===== config.mk =====
export PLATFORM = sky130hd
export DESIGN_NAME = rss_top
export DESIGN_NICKNAME = d
export VERILOG_FILES = /design/src/rss_top.v
export VERILOG_INCLUDE_DIRS = /design/src
export SDC_FILE = /design/constraint.sdc
export NUM_CORES = 1
export LEC_CHECK = 0
export ABC_AREA = 1
export BUFFER_PORTS_ARGS = -buffer_cell sky130_fd_sc_hd__buf_2
export CAP_MARGIN = 20
export CORE_AREA = 2 2 105 107
export DETAILED_ROUTE_END_ITERATION = 8
export DIE_AREA = 0 0 107 109
export PLACE_DENSITY = 0.59
export SLEW_MARGIN = 20
export SYNTH_ARGS = -nofsm -noshare
export SYNTH_HDL_FRONTEND = slang
export SYNTH_SLANG_ARGS = --single-unit

===== constraint.sdc =====
create_clock -name pclk -period 4.8 [get_ports pclk]
set_input_delay 1.44 -clock pclk [delete_from_list [all_inputs] [get_ports pclk]]
set_output_delay 1.44 -clock pclk [all_outputs]
set_load 0.05 [all_outputs]

===== src/rss_defines.vh =====
// constants for the reset source sequencer: offsets, flag bits, counts
// assumes pclk is the crystal reference clock; included by rss_top.v
`ifndef RSS_DEFINES_VH
`define RSS_DEFINES_VH

// register byte offsets
`define RSS_OFF_CAUSE     8'h00
`define RSS_OFF_WDOG_KICK 8'h04
`define RSS_OFF_STATE     8'h08

// reset_cause_flags bit positions
`define RSS_F_POR   7
`define RSS_F_PIN   6
`define RSS_F_WDOG  5
`define RSS_F_BAD_OPCODE_FLAG  4
`define RSS_F_BAD_FETCH_ADDRESS_FLAG  3
`define RSS_F_MON   2
`define RSS_F_LVI   1

// cause register after power-on: power and supply flags set
`define RSS_CAUSE_POR 8'h82

// sequence counts in reference clock cycles
`define RSS_STAB_CYC 13'h1000
`define RSS_PIN_CYC  13'h0020
`define RSS_HOLD_CYC 13'h0020

`endif


===== src/rss_top.v =====
// reset source sequencer: sequences the shared reset pin, clock gating
// and processor release, records the reset cause, holds the watchdog.
// assumes pclk is the crystal reference clock and the apb master is on
// pclk; supply comparators and the reset pin arrive asynchronously.
//
// The implementer's own choices: the APB interface to the registers and the placing of the registers.
`timescale 1ns/10ps
`include "rss_defines.vh"

module rss_top #(
  parameter WDOG_CYCLES = 262144,  // watchdog timeout in cycles
  parameter WDOG_W      = 20,      // watchdog counter width
  parameter EXT_MIN     = 4        // least pin low time, cycles (1..16)
) (
  input  wire        pclk,             // reference clock
  input  wire        presetn,          // power-on reset, active low
  input  wire        clk_en,           // freezes all state when low
  input  wire        psel,             // apb select
  input  wire        penable,          // apb enable
  input  wire        pwrite,           // apb direction
  input  wire [7:0]  paddr,            // apb byte address
  input  wire [31:0] pwdata,           // apb write data
  output reg  [31:0] prdata,           // apb read data
  output reg         pready,           // apb ready
  output reg         pslverr,          // apb error, unmapped address
  input  wire        supply_below_fall, // supply under falling trip
  input  wire        supply_below_rise, // supply under rising trip
  input  wire        bad_opcode,       // decoder saw unknown opcode
  input  wire        stop_exec,        // stop instruction executed
  input  wire        stop_enable,      // stop option bit
  input  wire        opcode_fetch,     // current fetch is an opcode
  input  wire        fetch_unmapped,   // fetch address is unmapped
  input  wire        monitor_entry,    // forced monitor mode entry
  input  wire        rst_pin_i,        // reset pin level
  output reg         rst_pin_o,        // reset pin drive value, low
  output reg         rst_pin_oe,       // reset pin drive enable
  output reg         cpu_reset,        // processor held in reset
  output reg         clocks_run,       // clocks to cpu and modules
  output reg         vector_start,     // pulse: fetch reset vector
  output reg         bus_clk_div4      // bus clock is ref / 4
);

  // one-hot sequencer states
  localparam [5:0] S_RUN  = 6'h01;
  localparam [5:0] S_LOWV = 6'h02;
  localparam [5:0] S_STAB = 6'h04;
  localparam [5:0] S_PINL = 6'h08;
  localparam [5:0] S_HOLD = 6'h10;
  localparam [5:0] S_EXT  = 6'h20;

  localparam [WDOG_W-1:0] WDOG_LAST = WDOG_CYCLES - 1;
  localparam [3:0]        EXT_LAST  = EXT_MIN - 1;

  // apb register selector
  function sel;
    input [7:0] a;
    input [7:0] off;
    begin
      sel = (a == off);
    end
  endfunction

  // last cycle of a count of n
  function last;
    input [12:0] c;
    input [12:0] n;
    begin
      last = (c == n - 13'h0001);
    end
  endfunction

  reg [5:0]        state_r;
  reg [5:0]        state_nxt;
  reg [12:0]       cnt_r;
  reg [12:0]       cnt_nxt;
  reg [7:0]        flags_r;
  reg [7:0]        flags_set;
  reg [WDOG_W-1:0] wdog_r;
  reg [3:0]        ext_cnt_r;
  reg              pin_s1_r;
  reg              pin_s2_r;
  reg              fall_s1_r;
  reg              fall_s2_r;
  reg              rise_s1_r;
  reg              rise_s2_r;

  wire acc      = psel & penable & pready;
  wire rd_cause = acc & ~pwrite & sel(paddr, `RSS_OFF_CAUSE);
  wire kick     = acc & pwrite & sel(paddr, `RSS_OFF_WDOG_KICK);
  wire mapped   = sel(paddr, `RSS_OFF_CAUSE) |
                  sel(paddr, `RSS_OFF_WDOG_KICK) |
                  sel(paddr, `RSS_OFF_STATE);

  // reset sources; a data fetch from an unmapped address is not one
  wire bad_opcode_flag     = bad_opcode | (stop_exec & ~stop_enable);
  wire bad_fetch_address_flag     = opcode_fetch & fetch_unmapped;
  wire wdog_ovf = (state_r == S_RUN) & (wdog_r == WDOG_LAST);
  wire ext_hit  = (ext_cnt_r == EXT_LAST) & ~pin_s2_r;

  // two-flop synchronisers; only the second stage is ever read
  always @(posedge pclk or negedge presetn) begin
    if (!presetn) begin
      pin_s1_r  <= 1'b1;
      pin_s2_r  <= 1'b1;
      fall_s1_r <= 1'b0;
      fall_s2_r <= 1'b0;
      rise_s1_r <= 1'b0;
      rise_s2_r <= 1'b0;
    end else if (clk_en) begin
      pin_s1_r  <= rst_pin_i;
      pin_s2_r  <= pin_s1_r;
      fall_s1_r <= supply_below_fall;
      fall_s2_r <= fall_s1_r;
      rise_s1_r <= supply_below_rise;
      rise_s2_r <= rise_s1_r;
    end
  end

  // sequencer next state; a supply drop overrides every other phase
  always @* begin
    state_nxt = state_r;
    cnt_nxt   = cnt_r + 13'h0001;
    flags_set = 8'h00;
    case (state_r)
      S_RUN: begin
        cnt_nxt = 13'h0000;
        if (wdog_ovf | bad_opcode_flag | bad_fetch_address_flag | monitor_entry)
          state_nxt = S_PINL;
        else if (ext_hit) begin
          state_nxt = S_EXT;
          flags_set[`RSS_F_PIN] = 1'b1;
        end
        flags_set[`RSS_F_WDOG] = wdog_ovf;
        flags_set[`RSS_F_BAD_OPCODE_FLAG] = bad_opcode_flag;
        flags_set[`RSS_F_BAD_FETCH_ADDRESS_FLAG] = bad_fetch_address_flag;
        flags_set[`RSS_F_MON]  = monitor_entry;
      end
      S_LOWV: begin
        cnt_nxt = 13'h0000;
        if (!rise_s2_r)
          state_nxt = S_STAB;
      end
      S_STAB: begin
        if (last(cnt_r, `RSS_STAB_CYC)) begin
          state_nxt = S_PINL;
          cnt_nxt   = 13'h0000;
        end
      end
      S_PINL: begin
        if (last(cnt_r, `RSS_PIN_CYC)) begin
          state_nxt = S_HOLD;
          cnt_nxt   = 13'h0000;
        end
      end
      S_HOLD: begin
        if (last(cnt_r, `RSS_HOLD_CYC)) begin
          state_nxt = S_RUN;
          cnt_nxt   = 13'h0000;
          flags_set[`RSS_F_PIN] = ~pin_s2_r;
        end
      end
      S_EXT: begin
        cnt_nxt = 13'h0000;
        if (pin_s2_r)
          state_nxt = S_HOLD;
      end
      default: begin
        state_nxt = S_STAB;
        cnt_nxt   = 13'h0000;
      end
    endcase
    // supply at falling trip: hold pin low until it recovers
    if (fall_s2_r && state_r != S_LOWV) begin
      state_nxt = S_LOWV;
      cnt_nxt   = 13'h0000;
      flags_set[`RSS_F_LVI] = 1'b1;
    end
  end

  // sequencer state and registered outputs; power-on enters
  // stabilization directly with the pin already driven
  always @(posedge pclk or negedge presetn) begin
    if (!presetn) begin
      state_r      <= S_STAB;
      cnt_r        <= 13'h0000;
      rst_pin_o    <= 1'b0;
      rst_pin_oe   <= 1'b1;
      cpu_reset    <= 1'b1;
      clocks_run   <= 1'b0;
      vector_start <= 1'b0;
      bus_clk_div4 <= 1'b1;
    end else if (clk_en) begin
      state_r      <= state_nxt;
      cnt_r        <= cnt_nxt;
      rst_pin_o    <= 1'b0;
      rst_pin_oe   <= |(state_nxt & (S_LOWV | S_STAB | S_PINL));
      cpu_reset    <= (state_nxt != S_RUN);
      clocks_run   <= ~|(state_nxt & (S_LOWV | S_STAB));
      vector_start <= (state_r == S_HOLD) & (state_nxt == S_RUN);
      // any reset phase forces the slow bus clock
      bus_clk_div4 <= (state_nxt != S_RUN);
    end
  end

  // external pin filter: low must persist before it counts as reset
  always @(posedge pclk or negedge presetn) begin
    if (!presetn)
      ext_cnt_r <= 4'h0;
    else if (clk_en) begin
      if (state_r != S_RUN || pin_s2_r)
        ext_cnt_r <= 4'h0;
      else if (ext_cnt_r != EXT_LAST)
        ext_cnt_r <= ext_cnt_r + 4'h1;
    end
  end

  // watchdog counter; cleared by a kick write or by any reset phase
  always @(posedge pclk or negedge presetn) begin
    if (!presetn)
      wdog_r <= {WDOG_W{1'b0}};
    else if (clk_en) begin
      if (kick || state_r != S_RUN || wdog_ovf)
        wdog_r <= {WDOG_W{1'b0}};
      else
        wdog_r <= wdog_r + {{(WDOG_W-1){1'b0}}, 1'b1};
    end
  end

  // cause flags: a read clears only what it returned, so an event in
  // the same cycle as the read survives
  always @(posedge pclk or negedge presetn) begin
    if (!presetn)
      flags_r <= `RSS_CAUSE_POR;
    else if (clk_en) begin
      if (rd_cause)
        flags_r <= (flags_r & ~prdata[7:0]) | flags_set;
      else
        flags_r <= flags_r | flags_set;
    end
  end

  // apb slave with one wait state; read data is captured when pready
  // rises and stands through the completing edge
  always @(posedge pclk or negedge presetn) begin
    if (!presetn) begin
      pready  <= 1'b0;
      pslverr <= 1'b0;
      prdata  <= 32'h00000000;
    end else if (clk_en) begin
      pready  <= psel & penable & ~pready;
      pslverr <= psel & penable & ~pready & ~mapped;
      if (psel && penable && !pready) begin
        if (!pwrite && sel(paddr, `RSS_OFF_CAUSE))
          prdata <= {24'h000000, flags_r};
        else if (!pwrite && sel(paddr, `RSS_OFF_STATE))
          prdata <= {26'h0000000, state_r};
        else
          prdata <= 32'h00000000;
      end
    end
  end

endmodule


==> impl_metrics.py, run 1 <==
metrics = {
    "status": {
        "outcome": "finished clean",
    },
    "min_path": {
        "timing.hold.worst.class": "flop to flop",
        "min_delay_path_depth": 1,
    },
    "logic_synthesis": {
        "synth_area_mm2": 0.004108,
        "synth_seq_cells": 71,
        "synth_warnings": 0,
        "syn-mean-instance-area_um2": 7.765,
        "synth_edf_count": 0,
        "seq_total_area_yosys_pct": 43.47,
        "synth_ff_type": "sky130_fd_sc_hd__dfrtp_1",
        "ys_types": 38,
        "synth_async_sr_flop_share_pct": 100.0,
        "synth_cells": 529,
    },
    "sta": {
        "max_slew_violation_count": 0,
        "finalSetupTns_ps": 0,
        "timing_worst_slew_pin_value_ps": 756.7,
        "timing.final.crit_period_ps": 3072,
        "final_hold_slack_ps": 462.3,
        "period_share_pct": 64.01,
        "setup_viol": 0,
        "max_freq_mhz": 325.5,
        "relSlewSlack_pct": 49.55,
        "grt_setup_unrepaired": "false",
        "hold_violations": 0,
        "finalClockSkew_ps": 10.29,
    },
    "drt": {
        "via_count": 3441,
        "detail_route.wl_per_cell_um": 12.07,
        "firstDrtPassIters": 4,
        "drt_drc_violations_left": 0,
        "drt_iter0_markers": 205,
        "via_per_inst": 4.826,
        "wirelength_mm": 8.603,
        "route.antenna.remaining_nets": 0,
    },
    "cells_and_area": {
        "mostFrequentLayoutCell": "sky130_fd_sc_hd__nand2_1",
        "antenna-diode-count": 0,
        "layout-drive-gt1-share_pct": 16.75,
        "layout.nets": 626,
        "fill_cells": 1081,
        "syn2layout_area_growth_pct": 9.321,
        "final_cell_mix": "sky130_fd_sc_hd__nand2_1 (124), sky130_fd_sc_hd__dfrtp_1 (64), sky130_fd_sc_hd__nor2_1 (57), sky130_fd_sc_hd__inv_1 (53), sky130_fd_sc_hd__nand3_1 (41)",
    },
    "cts": {
        "clkSinkCount": 71,
        "post-cts-setup-buffer-count": 0,
        "longest_clk_path_bufs": 2,
        "ctsHoldBuffers": 0,
        "clock_latency_ps": 340,
        "cts.clk_slew.worst_paths_ps": 70,
        "post_cts.resized_instances": 0,
        "ctsHtreeMaxLevel": 3,
        "clock_tree.root_cell": "sky130_fd_sc_hd__clkbuf_8",
        "cts_tree": "done",
        "tritoncts.num_buffers": 9,
    },
    "global_routing": {
        "maximum_number_of_pins_on_one_net_before_global_route_repair": 39,
        "number_of_global_route_vias_before_repair": 3455,
        "grt_pass1_wl_mm": 15.30,
        "grt_use_total_pct": 16.23,
        "initial_antenna_violation_count": 0,
        "grt_overflow": 0,
    },
    "floorplan": {
        "die_width_um": 107,
        "die_area_mm2": 0.01166,
        "initial_utilization_pct": 38.74,
        "die_height_um": 109,
        "io-pin-count": 95,
        "fp.coreArea_mm2": 0.01060,
        "number_of_cell_rows": 38,
    },
    "critical_path": {
        "cp.required_ps": 5000,
        "setup.worst_path.start_class": "input port",
        "maximum_fanout_along_the_worst_path": 38,
        "cp_data_arrival_time_ps": 3270,
        "worstSetupEndpointType": "flop",
        "critical_path_class": "input port to flop",
        "worstRegToRegCells": 10,
    },
    "run": {
        "cap_violations": 0,
    },
    "power_and_ir_drop": {
        "fin_total_pwr_w": 0.001365,
        "total_leakage_power_nw": 2.063,
        "max-vdd-ir-drop_mv": 0.1945,
        "power-per-cell-area_mw_per_mm2": 304.1,
    },
    "placed_design": {
        "place.detailed.hpwl_mm": 6.312,
        "place.port_buffers": 37,
        "place.gp.congestion": 0.8713,
    },
}
registers in the layout (all words and copies together), names as in the netlist, 4 cells and up:
signal and flops:
wdog_r 20, cnt_r 13, flags_r 8, prdata 8, state_r 6, ext_cnt_r 4
metrics by stage:
step	utilization [%]	cells	setup WS, ps	instance area [um^2]
3_3_place_gp	40.74	697	1372	4319
6_report	42.35	713	1728	4491
5_1_grt	42.35	713	1562	4491
2_1_floorplan	-	553	2306	4198
4_1_cts	42.35	713	1697	4491
3_5_place_dp	40.74	697	1364	4319
routing by layer:
layer | GRT usage, % | part of all wire [%] | routed length, um
met1 | 20.09 | 47 | 4063
met2 | 28.53 | 48 | 4141
met3 | 3.347 | 3.3 | 284
met4 | 5.009 | 1.3 | 114
met5 | 0 | 0 | 0
path summary, 6_finish.rpt:
kind / startpoint / end / slack (ps)
max: clk_en / flags_r[5]$_DFFE_PN0P_ / 1730
min: prdata[7]$_DFFE_PN0P_ / flags_r[7]$_DFFE_PN1P_ / 460
max reg2reg: state_r[3]$_DFFE_PN0P_ / wdog_r[18]$_DFFE_PN0P_ / 2950
min reg2reg: prdata[7]$_DFFE_PN0P_ / flags_r[7]$_DFFE_PN1P_ / 460
max in group asynchronous: presetn / bus_clk_div4$_DFFE_PN1P_ / 2810
min in group asynchronous: presetn / prdata[3]$_DFFE_PN0P_ / 1160
power by group:
group / total [W] / switching, W / leakage, nW / internal [W]
clock: 0.000433 / 0.000216 / 0.0877 / 0.000217
sequential: 0.000666 / 0.0000274 / 0.935 / 0.000638
combinational: 0.000267 / 0.000207 / 1.04 / 0.0000596
total: 0.00137 / 0.000451 / 2.06 / 0.000914
synthesized netlist by cell type (2+ instances only):
cell type | number | area [um^2]
sky130_fd_sc_hd__o21bai_1 | 2 | 15.01
sky130_fd_sc_hd__inv_2 | 4 | 15.01
sky130_fd_sc_hd__nand3_2 | 2 | 20.02
sky130_fd_sc_hd__o21ai_1 | 3 | 15.01
sky130_fd_sc_hd__inv_1 | 53 | 198.9
sky130_fd_sc_hd__clkbuf_1 | 6 | 22.52
sky130_fd_sc_hd__nand4_1 | 8 | 50.05
sky130_fd_sc_hd__o21ai_0 | 33 | 165.2
sky130_fd_sc_hd__a21boi_0 | 2 | 15.01
sky130_fd_sc_hd__nor2_2 | 17 | 106.4
sky130_fd_sc_hd__nand2_2 | 5 | 31.28
sky130_fd_sc_hd__dfrtp_1 | 64 | 1602
sky130_fd_sc_hd__dfstp_2 | 7 | 183.9
sky130_fd_sc_hd__nor2_1 | 57 | 214.0
sky130_fd_sc_hd__a31oi_1 | 7 | 43.79
sky130_fd_sc_hd__nand2_1 | 124 | 465.5
sky130_fd_sc_hd__nand3_1 | 41 | 205.2
sky130_fd_sc_hd__buf_4 | 27 | 202.7
sky130_fd_sc_hd__nor3_2 | 3 | 30.03
sky130_fd_sc_hd__xor2_1 | 15 | 131.4
sky130_fd_sc_hd__o22ai_1 | 9 | 56.30
sky130_fd_sc_hd__nor3_1 | 9 | 45.04
sky130_fd_sc_hd__a21oi_1 | 11 | 55.05
sky130_fd_sc_hd__nor2_4 | 4 | 45.04
sky130_fd_sc_hd__ha_1 | 3 | 37.54
worst max-delay path, stage by stage:
cell	delay [ps]
sky130_fd_sc_hd__buf_2	530
sky130_fd_sc_hd__inv_2	470
sky130_fd_sc_hd__nor3_2	480
sky130_fd_sc_hd__nand3_1	140
sky130_fd_sc_hd__nand2_1	110
sky130_fd_sc_hd__o21ai_0	70
cell families after synthesis:
group / after synthesis / synth area share (%)
AO/OA/AOI/OAI: 71 / 9.656
XOR/XNOR: 16 / 3.412
flip-flops: 71 / 43.47
buffers and inverters: 93 / 11.57
other: 1 / 0.09129
adder cells (fa/ha/maj): 3 / 0.9139
AND/OR/NAND/NOR: 274 / 30.89
area by class of cell:
cell class,count,area [um^2],area share [%]
multi-input cells,389,1937,43.13
flip-flops and latches,71,1785,39.76
inverters,57,214.0,4.765
repair buffers,40,207.7,4.625
well taps,140,175.2,3.901
clock buffers,15,166.4,3.706
clock inverters,1,5.005,0.1115
Note: power is estimated with default switching activity, not from simulation.
==> inputs of run 2 (changes only) <==
Clock period 4.8 ns to 2.9 ns, I/O delays scaled along.
==> run 2 against run 1 <==
Wire length grew 2.1%. Largest cell class unchanged. Highest routed layer unchanged. Global-route usage grew 0.23 points. Core utilization grew 0.79 points. Worst hold slack gained 4.9 ps.
==> impl_metrics.py, run 2 (synthesis gave the netlist of run 1 again) <==
metrics = {
    "status": {
        "outcome": "finished clean",
    },
    "global_routing": {
        "number_of_global_route_vias_before_repair": 3276,
        "grt_use_total_pct": 16.45,
        "maximum_number_of_pins_on_one_net_before_global_route_repair": 31,
        "grt_pass1_wl_mm": 15.23,
        "initial_antenna_violation_count": 0,
        "grt_overflow": 0,
    },
    "floorplan": {
        "io-pin-count": 95,
        "die_area_mm2": 0.01166,
        "die_height_um": 109,
        "die_width_um": 107,
        "initial_utilization_pct": 38.74,
        "number_of_cell_rows": 38,
        "fp.coreArea_mm2": 0.01060,
    },
    "cells_and_area": {
        "layout-drive-gt1-share_pct": 17.88,
        "multi_input_area_mm2": 0.001937,
        "registers.top_by_ff_count": "wdog_r",
        "layout.nets": 629,
        "seq_area_mm2": 0.001785,
        "mostFrequentLayoutCell": "sky130_fd_sc_hd__nand2_1",
        "syn2layout_area_growth_pct": 11.36,
        "reg.largest.list": "wdog_r x20, cnt_r x13",
        "final_cell_mix": "sky130_fd_sc_hd__nand2_1 (124), sky130_fd_sc_hd__dfrtp_1 (64), sky130_fd_sc_hd__nor2_1 (57), sky130_fd_sc_hd__inv_1 (53), sky130_fd_sc_hd__nand3_1 (41)",
        "largest_reg_flops": 20,
        "final_non_filler_cell_total": 716,
        "fill_cells": 1054,
        "antenna-diode-count": 0,
    },
    "drt": {
        "wirelength_mm": 8.786,
        "route.antenna.remaining_nets": 0,
        "detail_route.wl_per_cell_um": 12.27,
        "drt_drc_violations_left": 0,
        "via_count": 3462,
        "via_per_inst": 4.835,
        "drt_iter0_markers": 183,
        "firstDrtPassIters": 4,
    },
    "cts": {
        "clock_tree.root_cell": "sky130_fd_sc_hd__clkbuf_8",
        "tritoncts.num_buffers": 9,
        "clock_latency_ps": 350,
        "cts.clk_slew.worst_paths_ps": 90,
        "clkSinkCount": 71,
        "ctsHtreeMaxLevel": 3,
        "longest_clk_path_bufs": 2,
        "ctsHoldBuffers": 0,
        "post_cts.resized_instances": 0,
        "cts_tree": "done",
        "post-cts-setup-buffer-count": 0,
    },
    "placed_design": {
        "dpl_worst_slack_ps": 444.5,
        "place.detailed.hpwl_mm": 6.433,
        "place.port_buffers": 37,
        "post-place-cells": 700,
        "place.gp.congestion": 0.8504,
    },
    "critical_path": {
        "crit_path_top_delay_cell": "sky130_fd_sc_hd__buf_2",
        "cp_cell_sequence": "buf_2, inv_2, buf_4, nor2_4, nand2_2, o22ai_1",
        "critical_path_class": "input port to flop",
        "worstSetupEndpointType": "flop",
        "cp_data_arrival_time_ps": 2340,
        "cp_top_family": "buffers and inverters",
        "cp.required_ps": 3160,
        "critical_path_buf_inv_count": 3,
        "maximum_fanout_along_the_worst_path": 20,
        "worst_path_largest_cell_delay_ps": 320,
        "setup.worst_path.start_class": "input port",
    },
    "sta": {
        "timing_worst_slew_pin_value_ps": 754.8,
        "hold_violations": 0,
        "final_hold_slack_ps": 467.2,
        "setup_viol": 0,
        "finalSetupTns_ps": 0,
        "layout_setup_ws_ps": 817.9,
        "period_share_pct": 71.80,
        "grt_setup_unrepaired": "false",
        "max_slew_violation_count": 0,
        "relSlewSlack_pct": 49.30,
        "max_freq_mhz": 480.3,
        "timing.final.crit_period_ps": 2082,
        "finalClockSkew_ps": 10.78,
    },
    "power_and_ir_drop": {
        "max-vdd-ir-drop_mv": 0.3537,
        "power-per-cell-area_mw_per_mm2": 533.7,
        "total_leakage_power_nw": 2.108,
        "fin_total_pwr_w": 0.002442,
    },
    "run": {
        "cap_violations": 0,
    },
    "min_path": {
        "timing.hold.worst.class": "flop to flop",
    },
}
[run 2: changes by cell type in the layout (fill, tap and decap cells not counted), sizes merged]
cell,before,now
buf,40,43
clkbuf,15,9
inv,57,58
clkinv,1,4
bufinv,0,2
[run 2: path summary, 6_finish.rpt]
kind | start | to | slack (ps) | cells after the start
hold reg to reg | prdata[7]$_DFFE_PN0P_ | flags_r[7]$_DFFE_PN1P_ | 470 | 1
min in group asynchronous | presetn | prdata[7]$_DFFE_PN0P_ | 560 | 1
setup / recovery | clk_en | cnt_r[10]$_DFFE_PN0P_ | 820 | 6
hold / removal | prdata[7]$_DFFE_PN0P_ | flags_r[7]$_DFFE_PN1P_ | 470 | 1
max in group asynchronous | presetn | bus_clk_div4$_DFFE_PN1P_ | 1650 | 2
setup reg to reg | state_r[3]$_DFFE_PN0P_ | wdog_r[18]$_DFFE_PN0P_ | 1030 | 10
[run 2: routing by layer]
metal / track usage (%) / routed length [um] / vias to the layer above
met1: 21.89 / 4175 / 1636
li1: - / - / 1743
met2: 26.75 / 4176 / 71
met5: 0 / 0 / -
met3: 2.570 / 298 / 12
met4: 7.050 / 136 / 0
[run 2: cell type report]
type | count | area share (%)
flip-flops and latches | 71 | 39.03
multi-input cells | 389 | 42.34
clock buffers | 9 | 2.708
well taps | 140 | 3.829
clock inverters | 7 | 2.106
repair buffers | 43 | 5.306
inverters | 57 | 4.677
[run 2: power breakdown]
group | switching (W) | internal, W
Sequential | 0.0000468 | 0.00106
Combinational | 0.000345 | 0.000103
Clock | 0.000403 | 0.000487
Total | 0.000795 | 0.00165
[run 2: worst register-to-register path, cell delays in order, from the launching register on]
cell and delay (ps):
sky130_fd_sc_hd__dfrtp_1 480, sky130_fd_sc_hd__nor2_2 180, sky130_fd_sc_hd__nand3_2 160, sky130_fd_sc_hd__nor2_1 150
sky130_fd_sc_hd__nand2_2 120, sky130_fd_sc_hd__nand3_2 120, sky130_fd_sc_hd__inv_2 80, sky130_fd_sc_hd__nor2_8 260
sky130_fd_sc_hd__inv_1 100, sky130_fd_sc_hd__nand2_1 80, sky130_fd_sc_hd__nor2_1 30
[run 2: metrics by stage]
stage               cell area [um^2]  utilization [%]
finish                          4574            43.14
CTS                             4574            43.14
global placement                4354            41.07
detailed placement              4354            41.07
floorplan                       4198                -
global route                    4574            43.14
